## src/link_status_map.vh

```
`ifndef LINK_STATUS_MAP_VH
`define LINK_STATUS_MAP_VH

// Register offsets (byte addresses on the plain register port)
`define ADDR_STATUS        8'h00
`define ADDR_EVENT         8'h04
`define ADDR_MASK          8'h08
`define ADDR_STATUS_WIDTH  8

// Status register field positions
`define STAT_RATE_BIT      0
`define STAT_WIDTH_LO      1
`define STAT_REV_LO        3
`define STAT_UP_BIT        5
`define STAT_STATE_LO      8

// Event bits
`define EV_RATE            0
`define EV_WIDTH           1
`define EV_STATE           2
`define EV_REV             3
`define EV_UP              4
`define EV_DOWN            5
`define EV_COUNT           6

// Reset values
`define RST_RATE           1'b0
`define RST_WIDTH          2'h0
`define RST_STATE          6'h00
`define RST_REV            2'h0
`define RST_UP_N           1'b1
`define RST_MASK           6'h00

// Link rate and width codes
`define RATE_2G5           1'b0
`define RATE_5G0           1'b1
`define WIDTH_X1           2'h0
`define WIDTH_X2           2'h1
`define WIDTH_X4           2'h2
`define WIDTH_X8           2'h3

// Training state codes of note
`define TS_DETECT_QUIET    6'h00
`define TS_POLL_ACTIVE     6'h04
`define TS_CFG_IDLE        6'h15
`define TS_L0              6'h16

`endif

```

## src/link_status_reporting.v

```verilog
// Operation
// - Rate output: 0 means 2.5 GB/s, 1 means 5.0 GB/s.
// - Rate output comes from its own flop to steer the clock mux.
// - Two-bit width code: 00 x1, 01 x2, 10 x4, 11 x8.
// - Six-bit training state code, e.g. 000000, 000100, 010101.
// - Lane reversal code: 00 none, 01 1:0, 10 3:0, 11 7:0.
// - Link-up output is low while the physical link is up.
//
// The implementer's own choices: the address-and-strobe port and the register offsets.
`timescale 1ns/1ps
`include "link_status_map.vh"
module link_status_reporting (
  input  wire        clock,               // Pipe clock, 25 MHz
  input  wire        sys_rst,             // Async reset, active high
  input  wire        phy_rate_fast,       // Physical layer runs at 5.0 GB/s
  input  wire [1:0]  phy_width_code,      // Negotiated width from the physical layer
  input  wire [5:0]  phy_training_state,  // Training state machine state
  input  wire [1:0]  phy_reversal_code,   // Lane reversal from the physical layer
  input  wire        phy_link_up,         // Physical link is up
  input  wire [7:0]  reg_addr,            // Register address
  input  wire [31:0] reg_wdata,           // Register write data
  input  wire        reg_wr,              // Write strobe
  input  wire        reg_rd,              // Read strobe
  output reg  [31:0] reg_rdata,           // Read data, cycle after strobe
  output reg         current_link_rate,   // Link rate select
  output reg  [1:0]  current_link_width,  // Link width code
  output reg  [5:0]  training_state_code, // Training state code
  output reg  [1:0]  lane_reversal_code,  // Lane reversal code
  output reg         phy_link_up_n,       // Link up, active low
  output reg         irq                  // Level interrupt
);

  // Held fields and their change pulses
  wire [1:0]           width_held;
  wire [5:0]           state_held;
  wire [1:0]           rev_held;
  wire                 width_chg;
  wire                 state_chg;
  wire                 rev_chg;

  // Last samples for the rate and link-up edge detectors
  reg                  rate_prev_reg;
  reg                  up_prev_reg;
  wire                 rate_moved;
  wire                 link_rise;
  wire                 link_fall;

  // Event, mask and register port state
  reg  [`EV_COUNT-1:0] event_reg;
  reg  [`EV_COUNT-1:0] mask_reg;
  reg  [`EV_COUNT-1:0] event_next;
  reg  [`EV_COUNT-1:0] mask_next;
  reg  [`EV_COUNT-1:0] hit;
  wire [`EV_COUNT-1:0] pending;
  reg  [31:0]          status_word;
  reg  [31:0]          rd_word;
  wire                 event_wr;
  wire                 mask_wr;

  // Zero bits above the event field in a read word
  localparam PAD_BITS = 32 - `EV_COUNT;

  // Width field with its change flag
  status_capture #(.WIDTH(2), .RESET_VALUE(`RST_WIDTH)) u_width (
    .clock      (clock),
    .sys_rst    (sys_rst),
    .value_in   (phy_width_code),
    .value_reg  (width_held),
    .change_reg (width_chg)
  );

  // Training state field with its change flag
  status_capture #(.WIDTH(6), .RESET_VALUE(`RST_STATE)) u_state (
    .clock      (clock),
    .sys_rst    (sys_rst),
    .value_in   (phy_training_state),
    .value_reg  (state_held),
    .change_reg (state_chg)
  );

  // Lane reversal field with its change flag
  status_capture #(.WIDTH(2), .RESET_VALUE(`RST_REV)) u_rev (
    .clock      (clock),
    .sys_rst    (sys_rst),
    .value_in   (phy_reversal_code),
    .value_reg  (rev_held),
    .change_reg (rev_chg)
  );

  // Dedicated rate flop, kept apart so it can drive the global_clock_mux
  always @(posedge clock or posedge sys_rst) begin
    if (sys_rst) begin
      current_link_rate <= `RST_RATE;
    end else begin
      current_link_rate <= phy_rate_fast ? `RATE_5G0 : `RATE_2G5;
    end
  end

  // Output copies of the held fields
  always @(posedge clock or posedge sys_rst) begin
    if (sys_rst) begin
      current_link_width  <= `RST_WIDTH;
      training_state_code <= `RST_STATE;
      lane_reversal_code  <= `RST_REV;
    end else begin
      current_link_width  <= width_held;
      training_state_code <= state_held;
      lane_reversal_code  <= rev_held;
    end
  end

  // Active-low link-up flop, low while the link is up
  always @(posedge clock or posedge sys_rst) begin
    if (sys_rst) begin
      phy_link_up_n <= `RST_UP_N;
    end else begin
      phy_link_up_n <= ~phy_link_up;
    end
  end

  // Edge history for the rate and link-up events
  always @(posedge clock or posedge sys_rst) begin
    if (sys_rst) begin
      rate_prev_reg <= `RST_RATE;
      up_prev_reg   <= 1'b0;
    end else begin
      rate_prev_reg <= current_link_rate;
      up_prev_reg   <= phy_link_up;
    end
  end

  // Edges of the link-up input against its last sample
  assign link_rise = phy_link_up & ~up_prev_reg;
  assign link_fall = ~phy_link_up & up_prev_reg;

  // Rate moved when the dedicated flop differs from its last copy
  assign rate_moved = current_link_rate ^ rate_prev_reg;

  // Register write strobes decoded once
  assign event_wr = reg_wr && (reg_addr == `ADDR_EVENT);
  assign mask_wr  = reg_wr && (reg_addr == `ADDR_MASK);

  // Events raised this cycle
  always @* begin
    hit = {`EV_COUNT{1'b0}};
    hit[`EV_RATE]  = rate_moved;
    hit[`EV_WIDTH] = width_chg;
    hit[`EV_STATE] = state_chg;
    hit[`EV_REV]   = rev_chg;
    hit[`EV_UP]    = link_rise;
    hit[`EV_DOWN]  = link_fall;
  end

  // Sticky events: write one to clear, a new event wins over the clear
  always @* begin
    event_next = event_reg;
    if (event_wr) begin
      event_next = event_reg & ~reg_wdata[`EV_COUNT-1:0];
    end
    event_next = event_next | hit;
  end

  // Mask takes the written value, so the interrupt follows it at once
  always @* begin
    mask_next = mask_reg;
    if (mask_wr) begin
      mask_next = reg_wdata[`EV_COUNT-1:0];
    end
  end

  // Events that may raise the interrupt after this edge
  assign pending = event_next & mask_next;

  // Live status word
  always @* begin
    status_word = 32'h0000_0000;
    status_word[`STAT_RATE_BIT]               = current_link_rate;
    status_word[`STAT_WIDTH_LO+1:`STAT_WIDTH_LO] = current_link_width;
    status_word[`STAT_REV_LO+1:`STAT_REV_LO]     = lane_reversal_code;
    status_word[`STAT_UP_BIT]                 = ~phy_link_up_n;
    status_word[`STAT_STATE_LO+5:`STAT_STATE_LO] = training_state_code;
  end

  // Read multiplexer, zero for addresses with nothing behind them
  always @* begin
    rd_word = 32'h0000_0000;
    case (reg_addr)
      `ADDR_STATUS: rd_word = status_word;
      `ADDR_EVENT:  rd_word = {{PAD_BITS{1'b0}}, event_reg};
      `ADDR_MASK:   rd_word = {{PAD_BITS{1'b0}}, mask_reg};
      default:      rd_word = 32'h0000_0000;
    endcase
  end

  // Event and mask registers
  always @(posedge clock or posedge sys_rst) begin
    if (sys_rst) begin
      event_reg <= {`EV_COUNT{1'b0}};
      mask_reg  <= `RST_MASK;
    end else begin
      event_reg <= event_next;
      mask_reg  <= mask_next;
    end
  end

  // Level interrupt, high while an unmasked event is held
  always @(posedge clock or posedge sys_rst) begin
    if (sys_rst) begin
      irq <= 1'b0;
    end else begin
      irq <= |pending;
    end
  end

  // Read data stand for the one cycle after the strobe, zero otherwise
  always @(posedge clock or posedge sys_rst) begin
    if (sys_rst) begin
      reg_rdata <= 32'h0000_0000;
    end else if (reg_rd) begin
      reg_rdata <= rd_word;
    end else begin
      reg_rdata <= 32'h0000_0000;
    end
  end

endmodule // link_status_reporting

```

## src/status_capture.v

```verilog
`timescale 1ns/1ps
// Holds one status field in its own flop and flags a change
module status_capture #(
  parameter WIDTH = 2,
  parameter [WIDTH-1:0] RESET_VALUE = {WIDTH{1'b0}}
) (
  input  wire             clock,     // Pipe clock
  input  wire             sys_rst,   // Async reset, active high
  input  wire [WIDTH-1:0] value_in,  // Live condition from the physical layer
  output reg  [WIDTH-1:0] value_reg, // Held value
  output reg              change_reg // One-cycle pulse on a change
);

  // Load on every pipe clock edge, pulse when the value moves
  always @(posedge clock or posedge sys_rst) begin
    if (sys_rst) begin
      value_reg  <= RESET_VALUE;
      change_reg <= 1'b0;
    end else begin
      value_reg  <= value_in;
      change_reg <= (value_in != value_reg);
    end
  end

endmodule // status_capture
```

## config.mk

```make
export PLATFORM = sky130hd
export DESIGN_NAME = link_status_reporting
export DESIGN_NICKNAME = d
export VERILOG_FILES = /design/src/link_status_reporting.v /design/src/status_capture.v
export VERILOG_INCLUDE_DIRS = /design/src
export SDC_FILE = /design/constraint.sdc
export NUM_CORES = 1
export LEC_CHECK = 0
export BUFFER_PORTS_ARGS = -buffer_cell sky130_fd_sc_hd__buf_2
export CAP_MARGIN = 30
export CORE_UTILIZATION = 40
export DETAILED_ROUTE_END_ITERATION = 8
export PLACE_DENSITY = 0.69
export SETUP_SLACK_MARGIN = 0.4
export SYNTH_ARGS = -nofsm -noshare
export SYNTH_HDL_FRONTEND = slang
export SYNTH_SLANG_ARGS = --single-unit
```

## constraint.sdc

```tcl
create_clock -name clock -period 1.9 [get_ports clock]
set_clock_uncertainty 0.05 [all_clocks]
set_input_delay 0.19 -clock clock [delete_from_list [all_inputs] [get_ports clock]]
set_output_delay 0.19 -clock clock [all_outputs]
set_load 0.01 [all_outputs]
```

==> impl_metrics.csv <==
group,metric,value,unit
status,result_of_the_run,"finished clean",
global_routing,first_global_vias,1267,
global_routing,grt_max_degree,25,
synth,yosys.area_share.adder,0,%
synth,count_of_flip_flops_with_a_built_in_enable_after_synthesis,0,
placement,dp_hpwl,2734,um
detailed_routing,wl_per_cell,11.95,um
synth,synth_compound_area_share,5.178,%
die,floorplan.rows,25,
synth,async_flop_share,100.0,%
sta,fin_hold_ws,0.1038,ns
worst_setup_path,cp_max_fo,4,
global_routing,initial_antenna_violation_count,0,
sta,rsz0062_at_grt,"true",
synth,yosysWarnings,0,
cts,cts_tree,"done",
cts,clock_sink_count,52,
die,num_io_pins,101,
power_and_ir_drop,power_density,761.0,mW/mm^2
die,die-area,0.005488,sq mm
layout,layout-drive-gt1-share,34.02,%
detailed_routing,initial_drt_pass_iterations,4,
sta,peak_clock_frequency_supported_by_timing,633.0,MHz
worst_setup_path,worstPathArrival,1.71,ns
cts,clock_path_buffers,2,
power_and_ir_drop,clock_power_share,30.9,%
cts,cts-root-buf,"clkbuf_8",
worst_setup_path,r2r_start,"current_link_rate",
die,floorplan.initialDensity,42.86,%
die,floorplan.die.width,74.08,um
min_path,hp-start,"reg_wdata[3]",
synth,most_used_dff_post_synth,"dfrtp_1",
sta,finalCriticalPeriod,1.580,ns
detailed_routing,initialDrtViolationCount,49,
global_routing,grt.overflow.total,0,
cts,worst_setup_hold_path_clk_slew,0.08,ns
power_and_ir_drop,combPwrFrac,10.9,%
min_path,hold_path_class,"in -> reg",
power_and_ir_drop,power_switching,0.4631,mW
detailed_routing,remaining_drc_errors,0,
cts,clock_latency,0.29,ns
layout,largest_register_ff_count,12,
detailed_routing,drtAntennaViolNets,0,
synth,post_synth.cell_area_avg,12.83,sq um
synth,seq_cells_post_synth,52,
global_routing,global_route.usage.total,14.82,%
sta,final_max_slew_viol_count,0,
detailed_routing,routed_via_density,4.408,
worst_setup_path,crit_path_start_kind,"primary input",
sta,setup_ws,0.3201,ns
sta,layout_worst_path_cycle_share,83.15,%
run,max_capacitance_violation_count,0,
synth,synthMuxAreaShare,6.442,%
placement,detailedPlace.worstSlack,-0.02818,ns
global_routing,grt_first_pass_wirelength,5927,um
cts,cts-htree-levels,2,
worst_setup_path,criticalPathCategory,"in -> reg",
worst_setup_path,worst_setup_path_startpoint,"reg_addr[4]",
synth,post_synth_design_cell_area,0.002078,sq mm
synth,post_synth_and_or_nand_nor_area_fraction,11.86,%
layout,fill_cells,435,
synth,yosys.cell_types.count,34,
power_and_ir_drop,vdd.ir_drop.worst,290.1,uV
synth,synth_xor_xnor_area_share,4.636,%
layout,largest_register,"reg_rdata",
die,die_h,74.08,um
power_and_ir_drop,static-leakage-power,1.331,nW
layout,diodes,0,
die,coreArea,0.004848,sq mm
detailed_routing,num_vias,1371,
synth,synth_seq_area_share,62.67,%
detailed_routing,route.final.wire_length,3716,um
layout,final_nets,299,
synth,largest_family_of_logic_cells_by_synthesized_area,"simple AND/OR/NAND/NOR gates",
placement,finalWeightedCongestion,0.7852,
power_and_ir_drop,power.share.switching,23.04,%
power_and_ir_drop,power.sequential.fraction,58.2,%
worst_setup_path,crit_path_end_kind,"flop",
placement,io_buffer_count,54,
layout,syn_to_final_growth,27.09,%
sta,timing.final.hold_violations,0,
synth,synth_cells,162,
worst_setup_path,cp.required,2.03,ns
sta,report.final.setup_viol,0,
power_and_ir_drop,power.internal,1.547,mW
cts,number_of_buffers_created_by_cts,5,
## metal layers
metal	global-route usage (%)	vias up	part of all wire, %
met5	0	-	0
li1	-	660	-
met2	23.64	49	48
met4	7.906	0	2.3
met1	18.32	655	44
met3	4.201	7	5.7
## layout make-up
cell class / count / area [sq um] / share of cell area [%]
Sequential cell: 52 / 1303 / 49.31
Multi-Input combinational cell: 100 / 659.4 / 24.96
Timing Repair Buffer: 78 / 483.0 / 18.29
Clock buffer: 8 / 90.09 / 3.411
Tap cell: 67 / 83.83 / 3.174
Inverter: 6 / 22.52 / 0.8527
## synth_stat cells, types with 2 or more instances
cell / instances / area, sq um
mux2_2: 3 / 33.78
nand4_1: 3 / 18.77
nand3_1: 2 / 10.01
buf_4: 20 / 150.1
nor2b_1: 2 / 12.51
and2_1: 7 / 43.79
mux2i_1: 7 / 70.07
mux2_4: 2 / 30.03
a21oi_1: 6 / 30.03
xor2_1: 4 / 35.03
xnor2_1: 7 / 61.31
a21o_1: 3 / 22.52
dfrtp_1: 51 / 1276
nand2_1: 3 / 11.26
nor2_1: 16 / 60.06
buf_2: 3 / 15.01
inv_1: 6 / 22.52
## stage by stage
step	util (%)	TNS [ns]	cells	power [mW]	instance area, sq um
2_1_floorplan	-	0	181	1.333	2152
3_3_place_gp	49.78	-0.06021	289	1.388	2414
3_5_place_dp	49.78	-0.02818	289	1.391	2414
4_1_cts	54.48	0	311	2.040	2641
5_1_grt	54.48	0	311	2.102	2641
6_report	54.48	0	311	2.010	2641
## cell families (layout without fill, tap and decap cells)
| kind of cell | Yosys count | in the layout |
|---|---|---|
| other | 1 | 20 |
| AO/OA/AOI/OAI | 15 | 15 |
| flip-flops | 52 | 52 |
| multiplexers | 12 | 12 |
| AND/OR/NAND/NOR | 42 | 42 |
| buffers and inverters | 29 | 92 |
| XOR/XNOR | 11 | 11 |
## critical path, cell delays in order
cell and delay [ns]:
buf_2 0.11, nor4_4 0.37, buf_4 0.20, nand4_1 0.12, a22o_1 0.22, a32o_1 0.21, a2111o_1 0.29
## placed cells by master (no fill, tap or decap), types with 2 or more instances in the layout
cell type,netlist,final
buf_2,3,54
dfrtp_1,51,51
conb_1,1,20
nor2_1,16,16
dlygate4sd3_1,0,13
buf_4,20,11
xnor2_1,7,7
and2_1,7,7
mux2i_1,7,7
a21oi_1,6,6
clkbuf_8,0,6
inv_1,6,5
xor2_1,4,4
a21o_1,3,3
mux2_2,3,3
nand2_1,3,3
nand4_1,3,3
nand3_1,2,2
nor2b_1,2,2
mux2_4,2,2
clkbuf_1,0,2
## what timing repair did
item / 4_1_cts / 5_1_grt
pin swaps: 3 / 1
gates resized for setup: 0 / 0
setup endpoints to repair: 1 / 1
cloned: 0 / 0
setup buffers: 1 / 0
hold buffers: 13 / 0
endpoints found under the hold margin: 34 / 0
## power groups by stage
stage	clock network, mW	logic, mW	registers, mW
floorplan	0	0.135	1.20
global placement	0	0.198	1.19
detailed placement	0	0.199	1.19
CTS	0.649	0.221	1.17
global route	0.682	0.244	1.18
finish	0.622	0.219	1.17
## path summary, 6_finish.rpt
| check | cells after the start | to | slack [ns] |
|---|---|---|---|
| max in group asynchronous | 4 | training_state_code[5] | 0.81 |
| min reg2reg | 0 | current_link_width[0] | 0.35 |
| min | 2 | mask_reg[3] | 0.10 |
| max | 7 | irq | 0.32 |
| max reg2reg | 4 | irq | 0.42 |
| min in group asynchronous | 3 | reg_rdata[12] | 0.40 |
(Power assumes the default switching activity.)
